**src/logic/citd_cfg.svh**
```systemverilog
// Timing, mapping and opcode constants of the instruction timing decoder.
`ifndef CITD_CFG_SVH
`define CITD_CFG_SVH
`define CITD_CLK_OPCODE_BYTE  4'h2
`define CITD_CLK_READ_BYTE    4'h2
`define CITD_CLK_WRITE_BYTE   4'h3
`define CITD_CLK_ADDR_CALC    4'h1
`define CITD_CLK_MUL          8'h0C
`define CITD_MUL_OPCODE_BYTES 4'h1
`define CITD_PREFIX_BYTES     4'h1
`define CITD_XPC_BASE_NIB     4'hE
`define CITD_XPC_TOP_NIB      4'hF
`define CITD_STACK_DEF_LO     4'hD
`define CITD_STACK_DEF_HI     4'hD
`define CITD_DATA_DEF_LO      4'h4
`define CITD_XPC_RESET        8'h00
`define CITD_STACK_RESET      8'h00
`define CITD_DATA_RESET       8'h00
`define CITD_OP_IOI           8'hD3
`define CITD_OP_IOE           8'hDB
`define CITD_OP_IDX_IX        8'hDD
`define CITD_OP_IDX_IY        8'hFD
`define CITD_OP_ALTD          8'h76
`define CITD_OP_EX_SP_HL      8'hED
`define CITD_OP_MUL           8'hF7
`endif

```
**src/logic/citd_pkg.sv**
```systemverilog
// Types shared by the instruction timing decoder files.
package citd_pkg;
   typedef enum logic [2:0]
   {
      CITD_SP_MEM = 3'b001,
      CITD_SP_INT = 3'b010,
      CITD_SP_EXT = 3'b100
   } citd_space_t;
   typedef enum logic [3:0]
   {
      CITD_TGT_GEN  = 4'b0001,
      CITD_TGT_IDX  = 4'b0010,
      CITD_TGT_PC   = 4'b0100,
      CITD_TGT_DENY = 4'b1000
   } citd_target_t;
   typedef enum logic [3:0]
   {
      CITD_XF_NONE  = 4'b0001,
      CITD_XF_LJP   = 4'b0010,
      CITD_XF_LCALL = 4'b0100,
      CITD_XF_LRET  = 4'b1000
   } citd_xfer_t;
endpackage

```
**src/logic/citd_map_if.sv**
```systemverilog
// Carrier between the decoder and the address mapper.
`timescale 1ns/10ps
interface citd_map_if;
   logic [15:0] logical_addr;
   logic        long_pointer_transfer;
   logic [19:0] long_addr;
   logic [7:0]  extended_code_page;
   logic [7:0]  stack_window_base;
   logic [7:0]  data_base;
   logic [3:0]  stack_lo;
   logic [3:0]  stack_hi;
   logic [3:0]  data_lo;
   logic        stack_enable;
   logic [19:0] phys_addr;
   modport decoder (output logical_addr, output long_pointer_transfer,
                    output long_addr, output extended_code_page,
                    output stack_window_base, output data_base,
                    output stack_lo, output stack_hi, output data_lo,
                    output stack_enable, input phys_addr);
   modport mapper  (input logical_addr, input long_pointer_transfer,
                    input long_addr, input extended_code_page,
                    input stack_window_base, input data_base,
                    input stack_lo, input stack_hi, input data_lo,
                    input stack_enable, output phys_addr);
endinterface

```
**src/logic/citd_mapper.sv**
```systemverilog
// Logical to physical address mapper with root, data, stack and code zones.
`timescale 1ns/10ps
`include "citd_cfg.svh"
module citd_mapper
(
   citd_map_if.mapper m    // Mapping request and result.
);
   logic [3:0] nib;
   logic [7:0] seg;
   logic [7:0] sum;

   // Zone select: code page zone is always the top 8K window.
   always_comb
   begin
      nib = m.logical_addr[15:12];
      if (nib >= `CITD_XPC_BASE_NIB)
         seg = m.extended_code_page;
      else if (m.stack_enable && nib >= m.stack_lo &&
               nib <= m.stack_hi)
         seg = m.stack_window_base;
      else if (nib >= m.data_lo)
         seg = m.data_base;
      else
         seg = 8'h00;
      sum = seg + {4'h0, nib};
   end

   // Long pointer transfers skip the mapping entirely.
   assign m.phys_addr = m.long_pointer_transfer ? m.long_addr
                                              : {sum, m.logical_addr[11:0]};
endmodule

```
**src/logic/citd_core.sv**
```systemverilog
// Instruction timing decoder and address space selection for the core.
// What this block does
// - Each opcode byte and each data byte read costs two clocks.
// - Each data byte written costs three clocks.
// - Computed or index register addressing adds one clock.
// - Multiply is signed 16x16, one opcode byte, twelve clocks.
// - Immediate load to any register except PC, AF pair, IP, F.
// - Immediate load to the program counter acts as a jump.
// - Immediate byte load four clocks, word load six clocks.
// - Index or alternate immediate loads add two clocks for prefix.
// - I/O prefixes steer memory accesses to internal or external I/O.
// - Legacy opcodes keep encodings, except stack top exchange with HL.
// - Long call, return and jump reach a one megabyte code space.
// - Long pointer transfers use the full 20-bit physical address.
// - Writing the stack window base remaps the stack window at once.
// - Stack window normally 4K, may be larger or removed.
// - Extended code page window occupies 8K of 64K logical space.
// - Segment value adds to top four logical bits, giving 20 bits.
`timescale 1ns/10ps
`include "citd_cfg.svh"
module citd_core
(
   input  wire logic                  clock,          // 20 MHz clock.
   input  wire logic                  reset_n,        // Async reset, low.
   input  wire logic                  instr_valid,    // Instruction pulse.
   input  wire logic [7:0]            first_byte,     // First opcode byte.
   input  wire logic [3:0]            opcode_bytes,   // Bytes after prefix.
   input  wire logic [3:0]            read_bytes,     // Data bytes read.
   input  wire logic [3:0]            write_bytes,    // Data bytes written.
   input  wire logic                  addr_computed,  // Index or computed.
   input  wire logic                  is_mul,         // Multiply op.
   input  wire logic                  is_imm_load,    // Immediate load.
   input  wire logic                  imm_word,       // Word immediate.
   input  wire citd_pkg::citd_target_t imm_target,    // Load destination.
   input  wire citd_pkg::citd_xfer_t   xfer,          // Long transfer kind.
   input  wire logic [15:0]           operand_a,      // Multiply input.
   input  wire logic [15:0]           operand_b,      // Multiply input.
   input  wire logic [15:0]           imm_value,      // Immediate or target.
   input  wire logic [7:0]            imm_page,       // Long target page.
   input  wire logic [15:0]           logical_addr,   // Access address.
   input  wire logic                  long_ptr,       // Long pointer op.
   input  wire logic [19:0]           long_addr,      // Long pointer addr.
   input  wire logic                  stack_base_we,  // Stack base write.
   input  wire logic [7:0]            stack_base_in,  // New stack base.
   input  wire logic [3:0]            stack_lo_in,    // Stack zone low nib.
   input  wire logic [3:0]            stack_hi_in,    // Stack zone high nib.
   input  wire logic                  stack_en_in,    // Stack zone present.
   input  wire logic                  data_base_we,   // Data base write.
   input  wire logic [7:0]            data_base_in,   // New data base.
   output logic [7:0]                 cycles_q,       // Clock cost.
   output citd_pkg::citd_space_t      space_q,        // Access space.
   output logic                       jump_q,         // PC load as jump.
   output logic                       load_ok_q,      // Load permitted.
   output logic                       legacy_diff_q,  // Re-encoded opcode.
   output logic [31:0]                product_q,      // Signed product.
   output logic [15:0]                pc_q,           // Program counter.
   output logic [7:0]                 code_page_q,    // Code page register.
   output logic [7:0]                 stack_base_q,   // Stack window base.
   output logic [19:0]                phys_addr_q     // Physical address.
);
   citd_map_if map ();
   logic [7:0] data_base_q;
   logic [3:0] stack_lo_q;
   logic [3:0] stack_hi_q;
   logic       stack_en_q;
   logic [7:0] cycles_d;
   logic [3:0] pfx;

   // Prefix byte decode for the timing; space selection compares first_byte itself.
   function automatic logic is_io_prefix(input logic [7:0] b);
      is_io_prefix = (b == `CITD_OP_IOI) || (b == `CITD_OP_IOE);
   endfunction
   function automatic logic is_reg_prefix(input logic [7:0] b);
      is_reg_prefix = (b == `CITD_OP_IDX_IX) || (b == `CITD_OP_IDX_IY) ||
                      (b == `CITD_OP_ALTD);
   endfunction

   // Cost accumulation; counts are small so 8 bits never overflow.
   always_comb
   begin
      pfx = (is_io_prefix(first_byte) || is_reg_prefix(first_byte)) ?
            `CITD_PREFIX_BYTES : 4'h0;
      if (is_mul)
         cycles_d = `CITD_CLK_MUL;
      else if (is_imm_load)
         // Operand bytes read from the stream, as costed for byte/word.
         cycles_d = 8'(({4'h0, `CITD_MUL_OPCODE_BYTES} +
                        (imm_word ? 8'h2 : 8'h1) + {4'h0, pfx}) *
                       {4'h0, `CITD_CLK_OPCODE_BYTE});
      else
         cycles_d = 8'({4'h0, opcode_bytes + pfx} *
                       {4'h0, `CITD_CLK_OPCODE_BYTE}
                     + {4'h0, read_bytes} * {4'h0, `CITD_CLK_READ_BYTE}
                     + {4'h0, write_bytes} * {4'h0, `CITD_CLK_WRITE_BYTE}
                     + (addr_computed ? {4'h0, `CITD_CLK_ADDR_CALC}
                                      : 8'h00));
   end

   // Per-instruction results are held until the next instruction.
   always_ff @(posedge clock or negedge reset_n)
   begin
      if (!reset_n)
      begin
         cycles_q      <= 8'h00;
         space_q       <= citd_pkg::CITD_SP_MEM;
         jump_q        <= 1'b0;
         load_ok_q     <= 1'b0;
         legacy_diff_q <= 1'b0;
         product_q     <= 32'h0000_0000;
         phys_addr_q   <= 20'h0_0000;
      end
      else if (instr_valid)
      begin
         cycles_q <= cycles_d;
         if (first_byte == `CITD_OP_IOI)
            space_q <= citd_pkg::CITD_SP_INT;
         else if (first_byte == `CITD_OP_IOE)
            space_q <= citd_pkg::CITD_SP_EXT;
         else
            space_q <= citd_pkg::CITD_SP_MEM;
         jump_q    <= is_imm_load &&
                      imm_target == citd_pkg::CITD_TGT_PC;
         load_ok_q <= is_imm_load &&
                      (imm_target == citd_pkg::CITD_TGT_GEN ||
                       imm_target == citd_pkg::CITD_TGT_IDX);
         legacy_diff_q <= first_byte == `CITD_OP_EX_SP_HL;
         // The 32-bit target widens both signed factors before the product.
         if (is_mul)
            product_q <= $signed(operand_a) *
                         $signed(operand_b);
         phys_addr_q <= map.phys_addr;
      end
   end

   // Program counter follows jumps and long transfers; code page follows long transfers.
   always_ff @(posedge clock or negedge reset_n)
   begin
      if (!reset_n)
      begin
         pc_q        <= 16'h0000;
         code_page_q <= `CITD_XPC_RESET;
      end
      else if (instr_valid)
      begin
         if (is_imm_load && imm_target == citd_pkg::CITD_TGT_PC)
            pc_q <= imm_value;
         unique case (xfer)
            citd_pkg::CITD_XF_NONE:  ;
            citd_pkg::CITD_XF_LJP,
            citd_pkg::CITD_XF_LCALL,
            citd_pkg::CITD_XF_LRET:
            begin
               pc_q        <= imm_value;
               code_page_q <= imm_page;
            end
            default: ;
         endcase
      end
   end

   // Segment registers; a stack write also reaches the mapper in its cycle.
   always_ff @(posedge clock or negedge reset_n)
   begin
      if (!reset_n)
      begin
         stack_base_q <= `CITD_STACK_RESET;
         data_base_q  <= `CITD_DATA_RESET;
         stack_lo_q   <= `CITD_STACK_DEF_LO;
         stack_hi_q   <= `CITD_STACK_DEF_HI;
         stack_en_q   <= 1'b1;
      end
      else
      begin
         if (stack_base_we)
         begin
            stack_base_q <= stack_base_in;
            stack_lo_q   <= stack_lo_in;
            stack_hi_q   <= stack_hi_in;
            stack_en_q   <= stack_en_in;
         end
         if (data_base_we)
            data_base_q <= data_base_in;
      end
   end

   // Mapper inputs; a pending stack write is forwarded to avoid a stale hit.
   assign map.logical_addr          = logical_addr;
   assign map.long_pointer_transfer = long_ptr;
   assign map.long_addr             = long_addr;
   assign map.extended_code_page    = code_page_q;
   assign map.stack_window_base     = stack_base_we ? stack_base_in
                                                    : stack_base_q;
   assign map.data_base             = data_base_q;
   // The whole stack write is forwarded, so base and bounds never mix.
   assign map.stack_lo              = stack_base_we ? stack_lo_in
                                                    : stack_lo_q;
   assign map.stack_hi              = stack_base_we ? stack_hi_in
                                                    : stack_hi_q;
   assign map.data_lo               = `CITD_DATA_DEF_LO;
   assign map.stack_enable          = stack_base_we ? stack_en_in
                                                    : stack_en_q;

   citd_mapper u_mapper
   (
      .m (map.mapper)
   );
endmodule

```
**config.mk**
```make
export PLATFORM = sky130hd
export DESIGN_NAME = citd_core
export DESIGN_NICKNAME = d
export VERILOG_FILES = /design/src/logic/citd_pkg.sv /design/src/logic/citd_map_if.sv /design/src/logic/citd_mapper.sv /design/src/logic/citd_core.sv
export VERILOG_INCLUDE_DIRS = /design/src /design/src/logic
export SDC_FILE = /design/constraint.sdc
export NUM_CORES = 1
export LEC_CHECK = 0
export BUFFER_PORTS_ARGS = -buffer_cell sky130_fd_sc_hd__buf_2
export CAP_MARGIN = 25
export CORE_MARGIN = 8
export CORE_UTILIZATION = 55
export CTS_BUF_LIST = sky130_fd_sc_hd__clkbuf_16
export CTS_CLUSTER_DIAMETER = 40
export DETAILED_ROUTE_END_ITERATION = 16
export PLACE_DENSITY = 0.78
export SYNTH_ARGS = -nofsm -noshare
export SYNTH_HDL_FRONTEND = slang
export SYNTH_HIERARCHICAL = 1
export SYNTH_SLANG_ARGS = --single-unit
```
**constraint.sdc**
```tcl
create_clock -name clock -period 7.8 [get_ports clock]
set_clock_uncertainty 0.05 [all_clocks]
set_input_delay 0.39 -clock clock [delete_from_list [all_inputs] [get_ports clock]]
set_output_delay 0.39 -clock clock [all_outputs]
set_load 0.02 [all_outputs]
```
==> metrics.cfg <==
[timing]
fin_crit_sh_pct=80.63
period_needed_ns=6.289
worst-slew-pin-transition_ns=0.9447
setup_violations=0
finalSetupTns_ns=0
rsz0062_at_grt=false
fmax_mhz=159.0
worst_hold_slack_ns=0.1609
hold_violations=0
slew_headroom_pct=36.79
drv_slew=0

[grt]
grt_pass1_vias=12850
grt_pass1_wl_mm=64.50
grt_max_degree=64
grt.overflow.total=0
grtUsageTotal_pct=23.86
grt_antenna_before_repair=5

[layout]
area_growth_pct=13.82
fin_area_mm2=0.01788
layout-drive-gt1-share_pct=22.22
seqCellArea_mm2=0.002863
nFillCells=2336
nets=2353
multi_input_area_mm2=0.01137
finish.utilization_pct=62.98

[hold_path]
hp-start=first_byte[3]
hp-class=in2reg

[critical_path]
worstPathCellList=buf_2, nand2_1, inv_1, fa_1, fa_1, fa_1, fa_1, fa_1, inv_1, fa_1, inv_1, ha_1, nand4_1, nor2_2, a2111oi_4, o22ai_1, a41o_1, nor4_1, or4_1, nand3_1
crit_path_end_kind=flop
slowest_delay_ns=0.90
cp_max_fo=16
start_kind=input port
reg2reg_from=stack_hi_q[2]
path_common_cell=fa_1
cp_top_family=adder cells
worst-path-buf-inv=4
slowest_stage=fa_1
crit_path_start=operand_a[15]
critical_path_required_ns=8.08
crit_type=in2reg
critical_path_arrival_ns=6.57

[routing]
drt_iter0_markers=660
wirelength_mm=39.27
routed_via_density=5.402
drcViolationCount=0
routed-via-count=12000
drt_first_pass_iters=6
ant_nets=0
wl_per_cell_um=17.68

[clocking]
clock_path_buffers=2
clock_sinks=114
cts_tree=built
clk_pin_slew_ns=0.06
clk_latency_ns=0.40
htree_levels=4
cts_buffers=17
post-cts-setup-buffers=0
cts_root_buffer=clkbuf_16

[synth]
synth-edff-count=0
async_reset_ff_share_pct=100.0
yosys.area.top_type=fa_1
syn-instance-count=1600
ys_top_cells_by_area=fa_1 (35%), dfrtp_1 (17%), ha_1 (8.6%), inv_1 (8.0%), mux2_2 (6.4%)
syn_avg_cell_area_um2=9.819
synth_warnings=6
netlist-cell-type-count=68
ys_ff_latch=114
synth_top_flop_cell=dfrtp_1
syn-cell-area_mm2=0.01571
synth_top_area_share_pct=34.53
synth_seq_area_share_pct=18.22

[floorplanning]
core_mm2=0.02839
dieArea_mm2=0.03423
start_util_pct=55.33
num_rows=62
ioPinCount=253
die_x_um=185.0
chipHeight_um=185.0

[placement]
dpl_cell_area_mm2=0.01725
gp_congestion=0.9177
dpl.hpwl_mm=32.68
numPortBuffers=251

[status]
status=complete, no violations

[job]
drv_cap=0

per-stage QoR:
stage | setup WS (ns) | std cells
floorplan | 1.596 | 1603
global placement | 1.313 | 2183
detailed placement | 1.103 | 2183
CTS | 1.502 | 2216
global route | 1.205 | 2221
finish | 1.511 | 2221
cells in the final DEF, fill, tap and decap left out, types with 4 or more instances in the layout:
| cell type | n |
|---|---|
| buf_2 | 250 |
| nor3_1 | 10 |
| nand2_1 | 174 |
| clkinvlp_4 | 4 |
| and2_1 | 126 |
| mux2_2 | 89 |
| o31ai_1 | 7 |
| diode_2 | 5 |
| o21a_1 | 12 |
| a21o_1 | 9 |
| xnor2_1 | 25 |
| a211oi_1 | 10 |
| fa_1 | 271 |
| o21ai_0 | 49 |
| xor2_1 | 13 |
| clkbuf_16 | 17 |
| dfstp_2 | 8 |
| inv_1 | 336 |
| conb_1 | 5 |
| a21oi_1 | 36 |
| a31oi_1 | 5 |
| ha_1 | 108 |
| o211ai_1 | 7 |
| nor2_1 | 43 |
| and3_1 | 4 |
| nand2b_1 | 11 |
| nand3_1 | 16 |
| dfrtp_1 | 106 |
worst register-to-register path: cells and delay by family (launching register included):
| family | cells | cell delay (ns) |
|---|---|---|
| AO/OA/AOI/OAI | 7 | 1.33 |
| AND/OR/NAND/NOR | 4 | 1.03 |
| adder cells (fa/ha/maj) | 3 | 1.01 |
| flip-flops | 1 | 0.51 |
| multiplexers | 2 | 0.44 |
| buffers and inverters | 1 | 0.05 |
cells in the mapped netlist (3+ instances only):
cell and number:
inv_1 336, fa_1 271, nand2_1 175, and2_1 126, ha_1 108, dfrtp_1 106, mux2_2 89, o21ai_0 49
clkbuf_1 48, nor2_1 43, a21oi_1 36, xnor2_1 25, nand3_1 16, xor2_1 13, o21a_1 12, nand2b_1 11
a211oi_1 10, nor3_1 10, a21o_1 9, dfstp_2 8, o211ai_1 7, o31ai_1 7, a31oi_1 5, and3_1 4
buf_2 4, a31o_2 3, buf_1 3, nand4_1 3, nor2b_1 3, o21ai_1 3, o21bai_1 3, o22ai_1 3
o311ai_1 3, or3_1 3
worst paths after layout:
check	to	slack [ns]	cells past startpoint
worst max-delay path	product_q[31]	1.51	20
worst min-delay path	space_q[1]	0.16	2
worst max register to register	phys_addr_q[16]	3.26	17
worst min register to register	product_q[21]	0.43	2
max in group asynchronous	phys_addr_q[8]	5.91	3
min in group asynchronous	phys_addr_q[13]	0.51	2
flip-flops by register name (all words and copies together) (netlist names), 4 cells and up:
signal and flops:
product_q 32, data_base_q 8, stack_hi_q 4, stack_base_q 8
cycles_q 7, pc_q 16, phys_addr_q 20, code_page_q 8
stack_lo_q 4
final cells by class:
cell class,count,area share (%)
antenna,5,0.06997
inverter,336,7.053
sequential,114,16.01
clock buffer,17,2.379
multi-input combinational,1096,63.61
clock inverter,15,1.015
tap,384,2.687
timing repair buffer,254,7.179
kinds of logic (layout without fill, tap and decap cells):
group                      after synthesis  after routing  synth area share [%]
other                                    2             10               0.04780
adders and majority gates              379            379                 43.13
and+or+nand+nor                        408            408                 12.74
muxes                                   90             90                 6.443
DFF                                    114            114                 18.22
AOI/OAI and AO/OA                      176            176                 7.821
buffers and inverters                  393            622                 9.470
xor gates and xnor gates                38             38                 2.119
repair_timing:
action / in CTS / in global routing
hold endpoints to repair: 33 / 0
resized for setup: 0 / 0
hold buffers: 1 / 0
layer usage:
layer	global-route usage, %	wire length [um]
met1	28.46	14590
met2	42.22	20920
met3	4.668	2348
met4	8.899	1417
met5	0	0
Power is left out: the tool's default activity adds up to more than one toggle a clock period on the data nets, which glitch-free logic cannot reach.
